### config.mk
export PLATFORM = sky130hd
export DESIGN_NAME = mac_csr_config
export DESIGN_NICKNAME = d
export VERILOG_FILES = /design/src/hdl/mac_csr_pkg.sv /design/src/hdl/mac_csr_config.sv
export SDC_FILE = /design/constraint.sdc
export NUM_CORES = 1
export LEC_CHECK = 0
export BUFFER_PORTS_ARGS = -buffer_cell sky130_fd_sc_hd__buf_4
export CORE_UTILIZATION = 50
export CTS_BUF_LIST = sky130_fd_sc_hd__clkbuf_8
export CTS_CLUSTER_DIAMETER = 200
export DETAILED_ROUTE_END_ITERATION = 16
export GPL_ROUTABILITY_DRIVEN = 0
export PLACE_DENSITY = 0.68
export SYNTH_ARGS = -nofsm -noshare
export SYNTH_HDL_FRONTEND = slang
export SYNTH_HIERARCHICAL = 1
export SYNTH_SLANG_ARGS = --single-unit
export TNS_END_PERCENT = 100
### constraint.sdc
create_clock -name i_ref_clk -period 11.1 [get_ports i_ref_clk]
set_input_delay 0 -clock i_ref_clk [delete_from_list [all_inputs] [get_ports i_ref_clk]]
set_output_delay 0 -clock i_ref_clk [all_outputs]
set_load 0.005 [all_outputs]
### src/hdl/mac_csr_pkg.sv
// Shared constants and carrier types for the MAC configuration register set
package mac_csr_pkg;
  localparam logic [3:0] CMD_CSR_WRITE = 4'h8;
  localparam logic [3:0] CMD_CSR_READ = 4'h9;

  localparam logic [7:0] OFS_MAC_CONTROL = 8'h00;
  localparam logic [7:0] OFS_STATION_HIGH = 8'h04;
  localparam logic [7:0] OFS_STATION_LOW = 8'h08;
  localparam logic [7:0] OFS_HASH_UPPER = 8'h0C;
  localparam logic [7:0] OFS_HASH_LOWER = 8'h10;
  localparam logic [7:0] OFS_MGMT_ADDR = 8'h14;
  localparam logic [7:0] OFS_MGMT_DATA = 8'h18;

  localparam int POS_PORT_TYPE = 27;
  localparam int POS_RX_OWN_DIS = 23;
  localparam int POS_LOOPBACK = 21;
  localparam int POS_FULL_DUPLEX = 20;
  localparam int POS_PASS_GROUP = 19;
  localparam int POS_ACCEPT_ALL = 18;
  localparam int POS_INVERSE = 17;
  localparam int POS_PASS_ERRORED = 16;
  localparam int POS_HASH_ONLY = 15;
  localparam int POS_HASH_EXACT = 13;
  localparam int POS_LATE_RETRY = 12;
  localparam int POS_BCAST_REJECT = 11;
  localparam int POS_RETRY_DIS = 10;
  localparam int POS_PAD_STRIP = 8;
  localparam int POS_BACKOFF_LIMIT = 6;
  localparam int POS_DEFER_CHECK = 5;
  localparam int POS_TX_ENABLE = 3;
  localparam int POS_RX_ENABLE = 2;
  localparam int POS_PHY_ADDR = 11;
  localparam int POS_PHY_REG = 6;
  localparam int POS_MGMT_WRITE = 1;
  localparam int POS_MGMT_BUSY = 0;

  localparam logic [31:0] CTRL_RESET = 32'h0004_0000;
  localparam logic [31:0] CTRL_MASK = 32'hD8FF_BDEC;
  localparam logic [31:0] STATION_HIGH_RESET = 32'h0000_FFFF;
  localparam logic [31:0] STATION_HIGH_MASK = 32'h0000_FFFF;
  localparam logic [31:0] STATION_LOW_RESET = 32'hFFFF_FFFF;
  localparam logic [31:0] HASH_RESET = 32'h0000_0000;
  localparam logic [31:0] MGMT_ADDR_MASK = 32'h0000_FFC2;
  localparam logic [31:0] MGMT_DATA_MASK = 32'h0000_FFFF;

  localparam logic [1:0] LOOPBACK_NORMAL = 2'h0;
  localparam logic [1:0] LOOPBACK_INTERNAL = 2'h1;
  localparam logic [1:0] LOOPBACK_EXTERNAL = 2'h2;
  localparam logic [1:0] BACKOFF_BITS_10 = 2'h0;
  localparam logic [1:0] BACKOFF_BITS_8 = 2'h1;
  localparam logic [1:0] BACKOFF_BITS_4 = 2'h2;

  localparam int CLK_PERIOD_NS = 40;
  localparam int BITS_PER_LINK_CLK = 4;
  localparam int SLOT_BITS = 512;
  localparam int SLOT_LINK_CLKS = SLOT_BITS / BITS_PER_LINK_CLK;
  localparam int DEFER_BIT_TIMES = 24288;
  localparam int DEFER_LINK_CLKS = DEFER_BIT_TIMES / BITS_PER_LINK_CLK;
  localparam int MDC_MIN_PERIOD_NS = 400;
  localparam int MDC_HALF_CLKS = (MDC_MIN_PERIOD_NS / 2 + CLK_PERIOD_NS - 1) / CLK_PERIOD_NS;
  localparam int MGMT_FRAME_BITS = 64;
  localparam int MGMT_TURN_BIT = 46;
  localparam int MGMT_DATA_BIT = 48;
  localparam logic [4:0] RETRY_ATTEMPTS_MAX = 5'h10;
  localparam logic [4:0] RETRY_ATTEMPTS_ONE = 5'h01;
  localparam logic [15:0] PAD_MIN_LEN = 16'h002E;

  typedef struct packed {
    logic is_write;
    logic [7:0] addr;
    logic [31:0] data;
  } csr_cmd_t;

  typedef struct packed {
    logic encoder_decoder_interface;
    logic receive_own_disable;
    logic [1:0] loopback_mode;
    logic full_duplex;
    logic late_collision_retry;
    logic transmit_enable;
    logic receive_enable;
  } mac_config_t;

  typedef struct packed {
    logic valid;
    logic [47:0] dest;
    logic [5:0] hash_index;
    logic errored;
    logic [15:0] length_field;
  } rx_frame_t;
endpackage

### src/hdl/mac_csr_config.sv
// Command FIFO and MAC configuration/status register block with PHY management

module csr_cmd_fifo #(
  parameter int WIDTH = 41,
  parameter int DEPTH = 16
) (
  input wire logic i_ref_clk,
  input wire logic i_rst,
  input wire logic i_in_valid,
  input wire logic [WIDTH-1:0] i_in_data,
  output logic o_in_ready,
  output logic o_out_valid,
  output logic [WIDTH-1:0] o_out_data,
  input wire logic i_out_ready
);
  localparam int AW = $clog2(DEPTH);
  logic [WIDTH-1:0] mem [DEPTH];
  logic [AW-1:0] wr_ptr_reg;
  logic [AW-1:0] rd_ptr_reg;
  logic [AW:0] count_reg;
  logic [AW:0] count_next;
  logic push;
  logic pop;

  assign push = i_in_valid && o_in_ready;
  assign pop = o_out_valid && i_out_ready;
  assign o_out_data = mem[rd_ptr_reg];

  always_comb begin
    count_next = count_reg;
    if (push && !pop) begin
      count_next = count_reg + (AW+1)'(1);
    end else if (pop && !push) begin
      count_next = count_reg - (AW+1)'(1);
    end
  end

  always_ff @(posedge i_ref_clk) begin
    if (i_rst) begin
      wr_ptr_reg <= '0;
      rd_ptr_reg <= '0;
      count_reg <= '0;
      o_in_ready <= 1'b0;
      o_out_valid <= 1'b0;
    end else begin
      if (push) begin
        wr_ptr_reg <= (wr_ptr_reg == AW'(DEPTH - 1)) ? '0 : wr_ptr_reg + AW'(1);
      end
      if (pop) begin
        rd_ptr_reg <= (rd_ptr_reg == AW'(DEPTH - 1)) ? '0 : rd_ptr_reg + AW'(1);
      end
      count_reg <= count_next;
      o_in_ready <= count_next != (AW+1)'(DEPTH);
      o_out_valid <= count_next != '0;
    end
  end

  always_ff @(posedge i_ref_clk) begin
    if (push) begin
      mem[wr_ptr_reg] <= i_in_data;
    end
  end
endmodule // csr_cmd_fifo

module mac_csr_config #(
  parameter int FIFO_DEPTH = 16,
  parameter int DEFER_LIMIT = mac_csr_pkg::DEFER_LINK_CLKS,
  parameter int MDC_HALF = mac_csr_pkg::MDC_HALF_CLKS
) (
  input wire logic i_ref_clk,
  input wire logic i_rst,
  input wire logic i_data_port_wr,
  input wire logic [7:0] i_data_port_wdata,
  input wire logic i_data_port_rd,
  output logic [7:0] o_data_port_rdata,
  input wire logic i_addr_port_wr,
  input wire logic [7:0] i_addr_port_wdata,
  input wire logic i_unit_cmd_wr,
  input wire logic [3:0] i_unit_cmd,
  output logic o_unit_cmd_ready,
  output logic o_unit_busy,
  output mac_csr_pkg::mac_config_t o_config,
  input wire mac_csr_pkg::rx_frame_t i_rx_frame,
  input wire logic i_tx_active,
  output logic o_rx_accept,
  output logic o_rx_filter_pass,
  output logic o_rx_strip_pad,
  input wire logic i_link_clk,
  input wire logic i_deferring,
  output logic o_defer_abort,
  output logic [9:0] o_backoff_slots,
  output logic [4:0] o_attempt_limit,
  output logic o_mgmt_clk,
  output logic o_mgmt_data_out,
  output logic o_mgmt_data_oe,
  input wire logic i_mgmt_data_in
);
  mac_csr_pkg::csr_cmd_t cmd_in;
  mac_csr_pkg::csr_cmd_t cmd_out;
  logic [31:0] wr_word_reg;
  logic [7:0] addr_port_reg;
  logic [31:0] rd_word_reg;
  logic fifo_in_valid;
  logic fifo_out_valid;
  logic fifo_out_ready;
  logic cmd_take;
  logic mgmt_stall;
  logic [31:0] ctrl_reg;
  logic [31:0] station_high_reg;
  logic [31:0] station_low_reg;
  logic [31:0] hash_upper_reg;
  logic [31:0] hash_lower_reg;
  logic [31:0] mgmt_addr_reg;
  logic [31:0] mgmt_data_reg;
  logic [31:0] read_value;
  logic mgmt_launch;
  logic mgmt_done;

  // Four data bytes arrive most significant first
  always_ff @(posedge i_ref_clk) begin
    if (i_rst) begin
      wr_word_reg <= '0;
      addr_port_reg <= '0;
    end else begin
      if (i_data_port_wr) begin
        wr_word_reg <= {wr_word_reg[23:0], i_data_port_wdata};
      end
      if (i_addr_port_wr) begin
        addr_port_reg <= i_addr_port_wdata;
      end
    end
  end

  // Other command codes belong to the buffer unit and are ignored here
  assign fifo_in_valid = i_unit_cmd_wr &&
    (i_unit_cmd == mac_csr_pkg::CMD_CSR_WRITE || i_unit_cmd == mac_csr_pkg::CMD_CSR_READ);
  assign cmd_in.is_write = i_unit_cmd == mac_csr_pkg::CMD_CSR_WRITE;
  assign cmd_in.addr = addr_port_reg;
  assign cmd_in.data = wr_word_reg;

  csr_cmd_fifo #(
    .WIDTH($bits(mac_csr_pkg::csr_cmd_t)),
    .DEPTH(FIFO_DEPTH)
  ) u_cmd_fifo (
    .i_ref_clk(i_ref_clk),
    .i_rst(i_rst),
    .i_in_valid(fifo_in_valid),
    .i_in_data(cmd_in),
    .o_in_ready(o_unit_cmd_ready),
    .o_out_valid(fifo_out_valid),
    .o_out_data(cmd_out),
    .i_out_ready(fifo_out_ready)
  );

  // Holding management writes while busy protects the frame in flight
  assign mgmt_stall = cmd_out.is_write && mgmt_addr_reg[mac_csr_pkg::POS_MGMT_BUSY] &&
    (cmd_out.addr == mac_csr_pkg::OFS_MGMT_ADDR || cmd_out.addr == mac_csr_pkg::OFS_MGMT_DATA);
  assign fifo_out_ready = !mgmt_stall;
  assign cmd_take = fifo_out_valid && fifo_out_ready;
  assign mgmt_launch = cmd_take && cmd_out.is_write &&
    cmd_out.addr == mac_csr_pkg::OFS_MGMT_ADDR;

  always_ff @(posedge i_ref_clk) begin
    if (i_rst) begin
      ctrl_reg <= mac_csr_pkg::CTRL_RESET;
      station_high_reg <= mac_csr_pkg::STATION_HIGH_RESET;
      station_low_reg <= mac_csr_pkg::STATION_LOW_RESET;
      hash_upper_reg <= mac_csr_pkg::HASH_RESET;
      hash_lower_reg <= mac_csr_pkg::HASH_RESET;
    end else if (cmd_take && cmd_out.is_write) begin
      case (cmd_out.addr)
        mac_csr_pkg::OFS_MAC_CONTROL: ctrl_reg <= cmd_out.data & mac_csr_pkg::CTRL_MASK;
        mac_csr_pkg::OFS_STATION_HIGH: begin
          station_high_reg <= cmd_out.data & mac_csr_pkg::STATION_HIGH_MASK;
        end
        mac_csr_pkg::OFS_STATION_LOW: station_low_reg <= cmd_out.data;
        mac_csr_pkg::OFS_HASH_UPPER: hash_upper_reg <= cmd_out.data;
        mac_csr_pkg::OFS_HASH_LOWER: hash_lower_reg <= cmd_out.data;
        default: ;
      endcase
    end
  end

  // Busy is set on launch by hardware and cleared only at frame end
  always_ff @(posedge i_ref_clk) begin
    if (i_rst) begin
      mgmt_addr_reg <= '0;
    end else if (mgmt_launch) begin
      mgmt_addr_reg <= (cmd_out.data & mac_csr_pkg::MGMT_ADDR_MASK) |
        (32'h0000_0001 << mac_csr_pkg::POS_MGMT_BUSY);
    end else if (mgmt_done) begin
      mgmt_addr_reg[mac_csr_pkg::POS_MGMT_BUSY] <= 1'b0;
    end
  end

  always_comb begin
    case (cmd_out.addr)
      mac_csr_pkg::OFS_MAC_CONTROL: read_value = ctrl_reg;
      mac_csr_pkg::OFS_STATION_HIGH: read_value = station_high_reg;
      mac_csr_pkg::OFS_STATION_LOW: read_value = station_low_reg;
      mac_csr_pkg::OFS_HASH_UPPER: read_value = hash_upper_reg;
      mac_csr_pkg::OFS_HASH_LOWER: read_value = hash_lower_reg;
      mac_csr_pkg::OFS_MGMT_ADDR: read_value = mgmt_addr_reg;
      mac_csr_pkg::OFS_MGMT_DATA: read_value = mgmt_data_reg;
      default: read_value = '0;
    endcase
  end

  // Unloading shifts the next byte up; MSB is presented first
  always_ff @(posedge i_ref_clk) begin
    if (i_rst) begin
      rd_word_reg <= '0;
    end else if (cmd_take && !cmd_out.is_write) begin
      rd_word_reg <= read_value;
    end else if (i_data_port_rd) begin
      rd_word_reg <= {rd_word_reg[23:0], 8'h00};
    end
  end
  assign o_data_port_rdata = rd_word_reg[31:24];

  always_ff @(posedge i_ref_clk) begin
    if (i_rst) begin
      o_unit_busy <= 1'b0;
    end else begin
      o_unit_busy <= (fifo_in_valid && o_unit_cmd_ready) || (fifo_out_valid && !cmd_take) ||
        (cmd_take && o_unit_cmd_ready && fifo_in_valid);
    end
  end

  always_ff @(posedge i_ref_clk) begin
    if (i_rst) begin
      o_config <= '0;
      o_attempt_limit <= mac_csr_pkg::RETRY_ATTEMPTS_MAX;
    end else begin
      o_config.encoder_decoder_interface <= ctrl_reg[mac_csr_pkg::POS_PORT_TYPE];
      o_config.receive_own_disable <= ctrl_reg[mac_csr_pkg::POS_RX_OWN_DIS];
      o_config.loopback_mode <= ctrl_reg[mac_csr_pkg::POS_LOOPBACK +: 2];
      o_config.full_duplex <= ctrl_reg[mac_csr_pkg::POS_FULL_DUPLEX];
      o_config.late_collision_retry <= ctrl_reg[mac_csr_pkg::POS_LATE_RETRY];
      o_config.transmit_enable <= ctrl_reg[mac_csr_pkg::POS_TX_ENABLE];
      o_config.receive_enable <= ctrl_reg[mac_csr_pkg::POS_RX_ENABLE];
      o_attempt_limit <= ctrl_reg[mac_csr_pkg::POS_RETRY_DIS] ?
        mac_csr_pkg::RETRY_ATTEMPTS_ONE : mac_csr_pkg::RETRY_ATTEMPTS_MAX;
    end
  end

  // Receive address check, one decision per frame strobe
  logic [63:0] hash_table;
  logic is_bcast;
  logic is_group;
  logic hash_hit;
  logic exact_hit;
  logic addr_ok;
  logic frame_pass;
  assign hash_table = {hash_upper_reg, hash_lower_reg};
  assign is_bcast = &i_rx_frame.dest;
  assign is_group = i_rx_frame.dest[40];
  assign hash_hit = hash_table[i_rx_frame.hash_index];
  assign exact_hit = i_rx_frame.dest == {station_high_reg[15:0], station_low_reg};

  always_comb begin
    if (is_bcast) begin
      addr_ok = 1'b1;
    end else if (is_group) begin
      if (ctrl_reg[mac_csr_pkg::POS_PASS_GROUP]) begin
        addr_ok = 1'b1;
      end else if (ctrl_reg[mac_csr_pkg::POS_HASH_EXACT]) begin
        addr_ok = hash_hit;
      end else begin
        addr_ok = exact_hit;
      end
    end else if (ctrl_reg[mac_csr_pkg::POS_HASH_ONLY]) begin
      addr_ok = hash_hit;
    end else begin
      addr_ok = exact_hit;
    end
    if (ctrl_reg[mac_csr_pkg::POS_INVERSE]) begin
      addr_ok = !addr_ok;
    end
    if (ctrl_reg[mac_csr_pkg::POS_ACCEPT_ALL]) begin
      addr_ok = 1'b1;
    end
    if (is_bcast && ctrl_reg[mac_csr_pkg::POS_BCAST_REJECT]) begin
      addr_ok = 1'b0;
    end
    frame_pass = addr_ok && (!i_rx_frame.errored || ctrl_reg[mac_csr_pkg::POS_PASS_ERRORED]);
  end

  always_ff @(posedge i_ref_clk) begin
    if (i_rst) begin
      o_rx_accept <= 1'b0;
      o_rx_filter_pass <= 1'b0;
      o_rx_strip_pad <= 1'b0;
    end else begin
      o_rx_accept <= i_rx_frame.valid && ctrl_reg[mac_csr_pkg::POS_RX_ENABLE] &&
        !(ctrl_reg[mac_csr_pkg::POS_RX_OWN_DIS] && i_tx_active);
      if (i_rx_frame.valid) begin
        o_rx_filter_pass <= frame_pass;
        o_rx_strip_pad <= ctrl_reg[mac_csr_pkg::POS_PAD_STRIP] &&
          i_rx_frame.length_field < mac_csr_pkg::PAD_MIN_LEN;
      end
    end
  end

  // Link clock sampling; first stage feeds only the second
  logic [2:0] link_sync_reg;
  logic link_level_reg;
  logic link_rise;
  assign link_rise = link_sync_reg[1] && link_sync_reg[2] && !link_level_reg;
  always_ff @(posedge i_ref_clk) begin
    if (i_rst) begin
      link_sync_reg <= '0;
      link_level_reg <= 1'b0;
    end else begin
      link_sync_reg <= {link_sync_reg[1:0], i_link_clk};
      if (link_sync_reg[1] == link_sync_reg[2]) begin
        link_level_reg <= link_sync_reg[2];
      end
    end
  end

  localparam int SLOT_W = $clog2(mac_csr_pkg::SLOT_LINK_CLKS);
  logic [SLOT_W-1:0] slot_cnt_reg;
  logic [9:0] backoff_cnt_reg;
  logic [9:0] backoff_mask;
  always_ff @(posedge i_ref_clk) begin
    if (i_rst) begin
      slot_cnt_reg <= '0;
      backoff_cnt_reg <= '0;
    end else if (link_rise) begin
      slot_cnt_reg <= slot_cnt_reg + SLOT_W'(1);
      if (slot_cnt_reg == SLOT_W'(mac_csr_pkg::SLOT_LINK_CLKS - 1)) begin
        backoff_cnt_reg <= backoff_cnt_reg + 10'h001;
      end
    end
  end

  always_comb begin
    case (ctrl_reg[mac_csr_pkg::POS_BACKOFF_LIMIT +: 2])
      mac_csr_pkg::BACKOFF_BITS_10: backoff_mask = 10'h3FF;
      mac_csr_pkg::BACKOFF_BITS_8: backoff_mask = 10'h0FF;
      mac_csr_pkg::BACKOFF_BITS_4: backoff_mask = 10'h00F;
      default: backoff_mask = 10'h001;
    endcase
  end

  // Saturating so a long stall cannot wrap and clear the abort
  localparam int DEFER_W = $clog2(DEFER_LIMIT + 2);
  logic [DEFER_W-1:0] defer_cnt_reg;
  always_ff @(posedge i_ref_clk) begin
    if (i_rst) begin
      defer_cnt_reg <= '0;
      o_defer_abort <= 1'b0;
      o_backoff_slots <= '0;
    end else begin
      if (!i_deferring) begin
        defer_cnt_reg <= '0;
      end else if (link_rise && defer_cnt_reg <= DEFER_W'(DEFER_LIMIT)) begin
        defer_cnt_reg <= defer_cnt_reg + DEFER_W'(1);
      end
      o_defer_abort <= ctrl_reg[mac_csr_pkg::POS_DEFER_CHECK] && i_deferring &&
        defer_cnt_reg > DEFER_W'(DEFER_LIMIT);
      o_backoff_slots <= backoff_cnt_reg & backoff_mask;
    end
  end

  // Serial management frame: preamble, start, op, addresses, turn, data
  logic [2:0] mdio_sync_reg;
  logic mdio_in_reg;
  logic [$clog2(MDC_HALF + 1)-1:0] div_reg;
  logic [6:0] bit_cnt_reg;
  logic [63:0] frame_reg;
  logic mgmt_active_reg;
  logic mgmt_is_write_reg;
  logic mdc_tick;
  assign mdc_tick = div_reg == '0;
  assign mgmt_done = mgmt_active_reg && mdc_tick && o_mgmt_clk &&
    bit_cnt_reg == 7'(mac_csr_pkg::MGMT_FRAME_BITS - 1);

  always_ff @(posedge i_ref_clk) begin
    if (i_rst) begin
      mdio_sync_reg <= '0;
      mdio_in_reg <= 1'b0;
    end else begin
      mdio_sync_reg <= {mdio_sync_reg[1:0], i_mgmt_data_in};
      if (mdio_sync_reg[1] == mdio_sync_reg[2]) begin
        mdio_in_reg <= mdio_sync_reg[2];
      end
    end
  end

  always_ff @(posedge i_ref_clk) begin
    if (i_rst) begin
      div_reg <= '0;
      bit_cnt_reg <= '0;
      frame_reg <= '0;
      mgmt_active_reg <= 1'b0;
      mgmt_is_write_reg <= 1'b0;
      o_mgmt_clk <= 1'b0;
      o_mgmt_data_out <= 1'b0;
      o_mgmt_data_oe <= 1'b0;
    end else if (mgmt_launch) begin
      div_reg <= ($bits(div_reg))'(MDC_HALF - 1);
      bit_cnt_reg <= '0;
      mgmt_active_reg <= 1'b1;
      mgmt_is_write_reg <= cmd_out.data[mac_csr_pkg::POS_MGMT_WRITE];
      frame_reg <= {32'hFFFF_FFFF, 2'b01,
        cmd_out.data[mac_csr_pkg::POS_MGMT_WRITE] ? 2'b01 : 2'b10,
        cmd_out.data[mac_csr_pkg::POS_PHY_ADDR +: 5], cmd_out.data[mac_csr_pkg::POS_PHY_REG +: 5],
        2'b10, mgmt_data_reg[15:0]};
      o_mgmt_clk <= 1'b0;
      o_mgmt_data_out <= 1'b1;
      o_mgmt_data_oe <= 1'b1;
    end else if (mgmt_active_reg) begin
      div_reg <= mdc_tick ? ($bits(div_reg))'(MDC_HALF - 1) : div_reg - 1'b1;
      if (mdc_tick) begin
        o_mgmt_clk <= !o_mgmt_clk;
        if (o_mgmt_clk) begin
          // Falling edge: move to the next bit
          if (mgmt_done) begin
            mgmt_active_reg <= 1'b0;
            o_mgmt_data_oe <= 1'b0;
          end else begin
            bit_cnt_reg <= bit_cnt_reg + 7'h01;
            frame_reg <= {frame_reg[62:0], 1'b0};
            o_mgmt_data_out <= frame_reg[62];
            o_mgmt_data_oe <= mgmt_is_write_reg ||
              bit_cnt_reg < 7'(mac_csr_pkg::MGMT_TURN_BIT - 1);
          end
        end
      end
    end
  end

  always_ff @(posedge i_ref_clk) begin
    if (i_rst) begin
      mgmt_data_reg <= '0;
    end else if (cmd_take && cmd_out.is_write && cmd_out.addr == mac_csr_pkg::OFS_MGMT_DATA) begin
      mgmt_data_reg <= cmd_out.data & mac_csr_pkg::MGMT_DATA_MASK;
    end else if (mgmt_active_reg && !mgmt_is_write_reg && mdc_tick && !o_mgmt_clk &&
      bit_cnt_reg >= 7'(mac_csr_pkg::MGMT_DATA_BIT)) begin
      mgmt_data_reg <= {16'h0000, mgmt_data_reg[14:0], mdio_in_reg};
    end
  end
endmodule // mac_csr_config

---- Word-level counts from Yosys, hierarchy flattened ----
Memories as Yosys holds them, arrays and structs flattened. A register that Yosys moved wholly into a read port is not among the register bits.
Index checks and enable logic that the tools add are counted.
storage, ports and cells
  register bits ........................... 394
  memories kept ........................... 1
  bits in writable memories ............... 656
  word-level logic and storage cells ...... 207
  output and inout bits ................... 40
operators by class
  $add $sub $neg .......................... 9
  $lt $le $gt $ge ......................... 6
  equal/unequal tests ..................... 19
  mux-type cells .......................... 51
  reductions and logical operators ........ 71
  bitwise logic cells ..................... 3
memory list
  name            depth  width  read ports  clocked after Yosys merged registers in  write ports  line                  text
  u_cmd_fifo.mem  16     41     1           1                                        1            mac_csr_config.sv:17  logic [WIDTH-1:0] mem [DEPTH];
operator list
  kind                                                                   number
  63-bit two-way mux                                                     5
  32-bit case mux with 7 select lines                                    1
  32-bit two-way mux                                                     2
  48-bit equality test                                                   1
  48-bit AND reduction                                                   1
  1-bit logical AND                                                      32
  16-bit two-way mux                                                     2
  10-bit case mux with 3 select lines                                    1
  1-bit two-way mux                                                      28
  8-bit by 5-bit equality test with 1-bit output, second input constant  3
  4-bit equality test, second input constant                             4
  8-bit by 4-bit equality test with 1-bit output, second input constant  2
  16-bit by 6-bit < comparator with 1-bit output, second input constant  1
  4-bit two-way mux                                                      4
  5-bit two-way mux                                                      3
  7-bit by 1-bit adder with 7-bit output, second input constant          2
  2-bit AND reduction                                                    7
  13-bit by 1-bit adder with 13-bit output, second input constant        1
  13-bit greater-than comparator, second input constant                  1
  13-bit less-or-equal comparator, second input constant                 1
  2-bit nonzero test                                                     6
  10-bit by 1-bit adder with 10-bit output, second input constant        1
  10-bit bitwise AND                                                     1
  1-bit zero test                                                        10
  other kinds (27)                                                       39

---- Depth between registers and ports, before layout ----
Gate-level depths: netlist of run 1.
  depth in word-level cells ............... 11
  mapped depth ............................ 15

---- By module ----
The synthesis of run 1 kept the hierarchy.
by module, submodules not included
  module          sequential area each (um^2)  times used  cells each  area an instance (um^2)
  csr_cmd_fifo    20079.3                      1           1024        25906.1
  mac_csr_config  7507.2                       1           1990        16609.7

---- Worst setup path after synthesis of run 1 ----
No wires, ideal clock.
  kind .................................... register to register
  from .................................... register with a tool-made name
  to ...................................... register u_cmd_fifo.o_in_ready
  path buffers ............................ 3
  slack ................................... 6.967 ns
  stages on the path, launching flop included .. 15
  required time ........................... 10.969 ns
  library setup time ...................... 0.131 ns
  arrival ................................. 4.001 ns
  path through ............................ dfxtp_1 > buf_6 > buf_6 > mux4_1 > mux4_2 > or4_1 > buf_2 > or4_4 > a21boi_4 > nand2_1 > nand2_1 > nand2_1 > or3_1 > a31oi_1 > a31oi_1
RTL lines
  item                  line                  text
  to (signal assigned)  mac_csr_config.sv:53  o_in_ready <= count_next != (AW+1)'(DEPTH);
  to (decl)             mac_csr_config.sv:11  output logic o_in_ready,

==> results of run 1 <==
-- final cells by class --
cell class | instances | share of cell area, %
Sequential cell | 1050 | 57.00
Multi-Input combinational cell | 1737 | 28.84
Clock buffer | 190 | 5.401
Timing Repair Buffer | 254 | 4.424
Tap cell | 1134 | 2.930
Clock inverter | 114 | 1.240
Inverter | 20 | 0.1550
Antenna cell | 2 | 0.01034
-- cells in the final DEF, fill, tap and decap left out, types with 81 or more instances in the layout --
| cell | synthesis | layout |
|---|---|---|
| a21oi_1 | 163 | 163 |
| buf_4 | 13 | 166 |
| clkbuf_8 | 0 | 190 |
| dfxtp_1 | 394 | 390 |
| dlygate4sd3_1 | 0 | 86 |
| edfxtp_1 | 656 | 656 |
| mux2i_1 | 81 | 81 |
| mux4_1 | 81 | 81 |
| mux4_2 | 136 | 136 |
| nand2_1 | 487 | 487 |
| nor2_1 | 193 | 192 |
-- metal layers --
layer / global-route usage, % / wire length (µm)
met1: 32.34 / 42920
met2: 40.14 / 51250
met3: 4.479 / 7948
met4: 10.51 / 3680
met5: 0 / 8
-- kinds of logic after synthesis --
group | count (synthesis)
adders and majority gates | 15
muxes | 310
AOI/OAI and AO/OA | 355
buffers and inverters | 229
DFF | 1050
other | 1
xor gates and xnor gates | 85
and+or+nand+nor | 969
-- worst min-delay path: cells and delay by family --
kind / cells / cell delay, ps
AO/OA/AOI/OAI: 1 / 50
buffers and inverters: 2 / 270
AND/OR/NAND/NOR: 3 / 480
-- final timing paths --
kind	slack (ps)	start	cells after the start	to
worst min-delay path	70	i_unit_cmd_wr	6	u_cmd_fifo/wr_ptr_reg[1]$_SDFFE_PP0P_
worst max register to register	4090	flip-flop	9	ctrl_reg[16]$_SDFFE_PP0P_
worst max-delay path	4090	flip-flop	9	ctrl_reg[16]$_SDFFE_PP0P_
worst min register to register	450	frame_reg[52]$_SDFFE_PP0P_	2	frame_reg[53]$_SDFFE_PP0P_
-- stage by stage --
stage	setup WS, ps	hold WS, ps	utilization, %
after floorplan	6967	69.07	-
after global placement	4234	177.3	52.81
after detailed placement	4153	181.2	52.81
after CTS	4126	5.067	57.67
after global routing	3847	54.86	57.68
final	4090	67.62	57.68
-- power groups by stage --
stage	combinational (µW)	sequential, µW	clock [µW]
4_1_cts	1000	4260	3170
3_3_place_gp	957	4330	0
3_5_place_dp	978	4340	0
2_1_floorplan	745	4280	0
6_report	1010	4260	3120
5_1_grt	1060	4260	3340
-- cells in the mapped netlist, types with 15 or more instances --
library cell	instances
a222oi_1	16
a31oi_1	45
a21oi_1	163
nand3b_1	52
edfxtp_1	656
buf_1	20
mux4_2	136
o21ai_0	16
inv_1	20
nand2_1	487
ha_1	15
mux2i_1	81
nor4_1	26
buf_6	23
a22o_1	24
nand2b_1	37
xor2_1	71
and2_1	27
nand3_1	25
buf_2	35
clkbuf_1	117
dfxtp_1	394
mux4_1	81
nor2_1	193
nor3_1	34
nand4_1	26
a211oi_1	17
a311oi_1	28
nor2b_1	19
-- repair_timing --
action                                  4_1_cts  5_1_grt
endpoints found under the setup margin        0        0
hold buffers                                 86        0
hold endpoints to repair                    180        0
==> results.md, run 1 <==
- HPWL after detailed placement: 61.14 mm
- Total number of placement rows: 106
- DR vias/cell: 5.901
- Fin crit share: 63.15%
- Synth Cell Area: 42,520 µm²
- HP Class: in -> reg
- Initial Utilization: 50.64%
- TNS Setup: 0 ps
- Switching Share: 25.55%
- Syn Inst Count: 3,014
- CP Cell Sequence: buf_4 > buf_4 > mux4_1 > mux4_2 > or4_1 > nor2_1 > nand2_1 > nand2_1 > a21oi_1
- CTS Sinks: 1,050
- Sequential area share after synthesis: 64.89%
- Fraction of layout instances using a drive strength above 1: 17.27%
- Largest family of logic cells by synthesized area: multiplexers
- Vias in the first global route: 26.43k
- CP peak stage delay: 1100 ps
- Critical path class: reg -> reg
- Avg Inst Size Synth: 14.11 µm²
- DIE AREA: 86,200 µm²
- First-pass GRT wire length: 158.3 mm
- Clk buf depth: 3
- Footprint of the multi-input gates: 13,960 µm²
- Fraction of the mapped netlist area in simple logic gates: 10.40%
- Clock slew at reported path FFs: 60 ps
- Compound-Gate Fraction of Synth Area: 5.430%
- Final Power: 8382 µW
- H-tree depth: 4
- Worst path slowest cell: nor2_1
- DR iter-0 viols: 2,544
- P_leak: 0.01655 µW
- WL/cell: 23.51 µm
- Skew final: 43.28 ps
- Yosys warning count: 6
- GRT Total Usage: 24.56%
- Critical Path Source Type: flip-flop
- P&R area growth vs syn: 13.89%
- Post-Synth XOR/XNOR Area: 1.751%
- Via count: 26.56k
- Post-route cell area: 48,420 µm²
- Max reg flops: 656
- Crit path max fanout: 52
- Initial antenna violation count: 3
- Post-synth EDFFs: 656
- Measured slew at the worst slew-check pin: 1354 ps
- Most common flop cell mapped by yosys: edfxtp_1
- Logic pwr share: 12.0%
- Area after DPL: 44,340 µm²
- Worst EP required: 11,730 ps
- Worst Path Buf+Inv: 2
- Chip width: 293.6 µm
- Setup Fix Bufs, Post-CTS: 0
- Top delay family on crit path: simple AND/OR/NAND/NOR gates
- CTS tree: yes
- Cts repair resizes: 0
- Chip height: 293.6 µm
- Cell taking the most area after synthesis: edfxtp_1
- Top Ports: 142
- Fmax: 0.1427 GHz
- Total wire length: 105.8 mm
- Std-Cell Core Area: 83,950 µm²
- Status: completed
- Top cell type's share of synthesized area: 46.33%
- Nets@finish: 3,345
- Hold Fails Final Rpt: 0
- DRC: 0
- Area contributors post-synth: edfxtp_1 (46%), dfxtp_1 (19%), mux4_2 (7.2%)
- Max-Cap Viols: 0
- Seq pwr share: 50.8%
- Unrepaired setup endpoints after global routing: no
- Number of synthesized register bits: 1,050
- Clock share of power: 37.2%
- Root Buffer: clkbuf_8
- Mux contribution to synthesized area: 14.43%
- Filler Cell Count: 6,583
- Critical Path Sink Type: flip-flop
- Post-Layout Cell Count: 4,501
- PD cells: 173.1 nW/µm²
- Remaining antenna violation count: 0
- Pin count of the biggest net entering global routing: 183
- Async S/R FF share, synth: 0%
- Power Internal: 6240 µW
- Cells after DPL: 4,109
- Post-Synth Adder-Cell Area: 0.4414%
- Fin. max-slew vios: 0
- DR pass1 iterations: 6
- IO Port Bufs: 137
- Grt ovf: 0
- Worst VDD drop: 106.6 µV
- Final setup violation count: 0
- NetSw: 2141 µW
- Worst endpoint data arrival time: 7640 ps
- Tmin final: 7010 ps
- Insertion delay of the later-clocked pin in the worst-skew pair: 810 ps
- Sequential cell area: 27,600 µm²
- Slew HR: 9.507%
- Post-synth cell types: 65
- Total CTS buffers: 165
(Power assumes the default switching activity.)
==> inputs of run 2 (changes only) <==
- clock period: 11.1 -> 6.92 ns (I/O delays scaled with it)
==> run 2 against run 1 <==
Effect of this change:
- worst hold slack better by 77 ps
- die area stayed put
- cell count is 0.16% lower
- final area is 0.38% higher
- fmax is 30% higher
- flip-flop and latch count stayed put
- power is 65% higher
- sequential share of layout area is 0.22 points lower
- core utilization is 0.22 points higher
- critical endpoint is now u_cmd_fifo/o_out_valid$_SDFF_PP0_
==> results.md, run 2 (synthesis gave the netlist of run 1 again) <==
- Grt ovf: 0
- Critical Path Source Type: flip-flop
- WL/cell: 23.69 µm
- Filler Cell Count: 6,526
- Unrepaired setup endpoints after global routing: no
- Fin. max-slew vios: 0
- Initial Utilization: 50.64%
- First-pass GRT wire length: 159.4 mm
- Via count: 26.65k
- HPWL after detailed placement: 60.88 mm
- CP peak stage delay: 860 ps
- Total CTS buffers: 166
- WHS: 144.6 ps
- Post-route cell area: 48,610 µm²
- Footprint of the multi-input gates: 13,960 µm²
- Area after DPL: 44,350 µm²
- Worst Hold End: addr_port_reg[6]$_SDFFE_PP0P_
- Most frequent cells in the layout: edfxtp_1 (656), nand2_1 (487), dfxtp_1 (390)
- Vias in the first global route: 26.51k
- DIE AREA: 86,200 µm²
- P&R area growth vs syn: 14.33%
- Final setup violation count: 0
- Remaining antenna violation count: 0
- FF-to-FF End: u_cmd_fifo/o_out_valid$_SDFF_PP0_
- Slew HR: 17.96%
- Initial antenna violation count: 2
- DR vias/cell: 5.929
- Std-Cell Core Area: 83,950 µm²
- DRC: 0
- Clock slew at reported path FFs: 60 ps
- HP Class: in -> reg
- Fin crit share: 77.89%
- Top Ports: 142
- Total wire length: 106.5 mm
- Pin count of the biggest net entering global routing: 166
- Min-Delay Path Depth: 4
- Commonest non-fill, non-tap cell in the layout: edfxtp_1
- Worst Path Buf+Inv: 1
- Nets@finish: 3,338
- Worst path slowest cell: buf_4
- CP most frequent cell: nand2_1
- Fmax: 0.1855 GHz
- R2r setup slk: 1530 ps
- Worst endpoint data arrival time: 6040 ps
- Worst VDD drop: 218.2 µV
- Cts repair resizes: 0
- IO Port Bufs: 137
- Chip width: 293.6 µm
- Hold Fails Final Rpt: 0
- Reg2Reg Depth: 12
- Root Buffer: clkbuf_8
- PD cells: 284.7 nW/µm²
- Critical Path Sink Type: flip-flop
- Chip height: 293.6 µm
- Critical path class: reg -> reg
- Insertion delay of the later-clocked pin in the worst-skew pair: 820 ps
- Status: completed
- Clk buf depth: 3
- Max-Cap Viols: 0
- Crit path max fanout: 53
- GRT Total Usage: 24.73%
- TNS Setup: 0 ps
- Total number of placement rows: 106
- Worst EP required: 7570 ps
- CTS tree: yes
- Fraction of layout instances using a drive strength above 1: 17.93%
- Top delay family on crit path: simple AND/OR/NAND/NOR gates
- Measured slew at the worst slew-check pin: 1200 ps
- CP Cell Sequence: buf_4 > mux4_1 > mux4_2 > nor2b_1 > nand4_1 > a21boi_4 > nand2_1 > nand2_1 > nand2_1 > or3_1 > a31oi_1 > a31oi_1
- P_leak: 0.01658 µW
- Sequential cell area: 27,600 µm²
- Hold Startpoint: i_addr_port_wr
- Tmin final: 5390 ps
- Skew final: 37.06 ps
- DR pass1 iterations: 8
- Max reg flops: 656
- H-tree depth: 4
- DR iter-0 viols: 2,919
- CTS Sinks: 1,050
==> run 2: cell count changes in the layout (fill, tap and decap cells not counted), moves of 2 or more <==
cell | previous run | this run
inv_8 | 1 | 3
clkinv_2 | 20 | 23
dlygate4sd3_1 | 86 | 76
buf_4 | 166 | 168
bufinv_16 | 2 | 9
clkbuf_8 | 190 | 195
clkinv_1 | 23 | 17
inv_1 | 77 | 65
==> run 2: repair_timing <==
item / 4_1_cts / 5_1_grt
hold buffers: 76 / 0
hold endpoints to repair: 207 / 0
buffers inserted: 0 / 0
==> run 2: worst max path at each step <==
stage / endpoint / slack [ps] / depth (start not counted)
floorplan: u_cmd_fifo/o_in_ready$_SDFF_PP0_ / 2790 / 14
global placement: u_cmd_fifo/o_in_ready$_SDFF_PP0_ / 1610 / 11
detailed placement: ctrl_reg[3]$_SDFFE_PP0P_ / 1530 / 10
CTS: ctrl_reg[13]$_SDFFE_PP0P_ / 1540 / 10
global route: ctrl_reg[6]$_SDFFE_PP0P_ / 1190 / 10
finish: u_cmd_fifo/o_out_valid$_SDFF_PP0_ / 1530 / 12
==> run 2: per-stage QoR <==
stage                     setup slack, ps  utilization (%)  cells  power [µW]
final                                1530            57.90   4494       13840
after global routing                 1192            57.89   4493       14310
after CTS                            1540            57.89   4492       13930
after detailed placement             1528            52.82   4111        8517
after global placement               1614            52.82   4111        8483
after floorplan                      2787                -   3016        8067
==> run 2: metal layers <==
layer | track usage, % | vias to the layer above | share of wire, %
met5 | 0 | - | 0
met3 | 4.819 | 254 | 7.8
met4 | 9.959 | 0 | 3.1
met1 | 32.58 | 13380 | 41
li1 | - | 11810 | -
met2 | 40.43 | 1197 | 48
==> run 2: cell type report <==
type                            instances  area share, %
Antenna cell                            2        0.01030
Clock buffer                          195          5.522
Clock inverter                        110          1.671
Inverter                               20         0.1544
Multi-Input combinational cell       1737          28.71
Sequential cell                      1050          56.78
Tap cell                             1134          2.919
Timing Repair Buffer                  246          4.232
==> run 2: worst register-to-register path, cell delays in order (launching register included) <==
cell and delay (ps):
dfxtp_4 640, buf_4 890, mux4_1 740, mux4_2 650, nor2b_1 320, nand4_1 190, a21boi_4 490, nand2_1 240
nand2_1 210, nand2_1 180, or3_1 360, a31oi_1 230, a31oi_1 110
==> run 2: report_power, final <==
| group | internal, µW | switching, µW |
|---|---|---|
| clock network | 2940 | 2470 |
| logic | 723 | 897 |
| registers | 6690 | 128 |
| total | 10300 | 3490 |
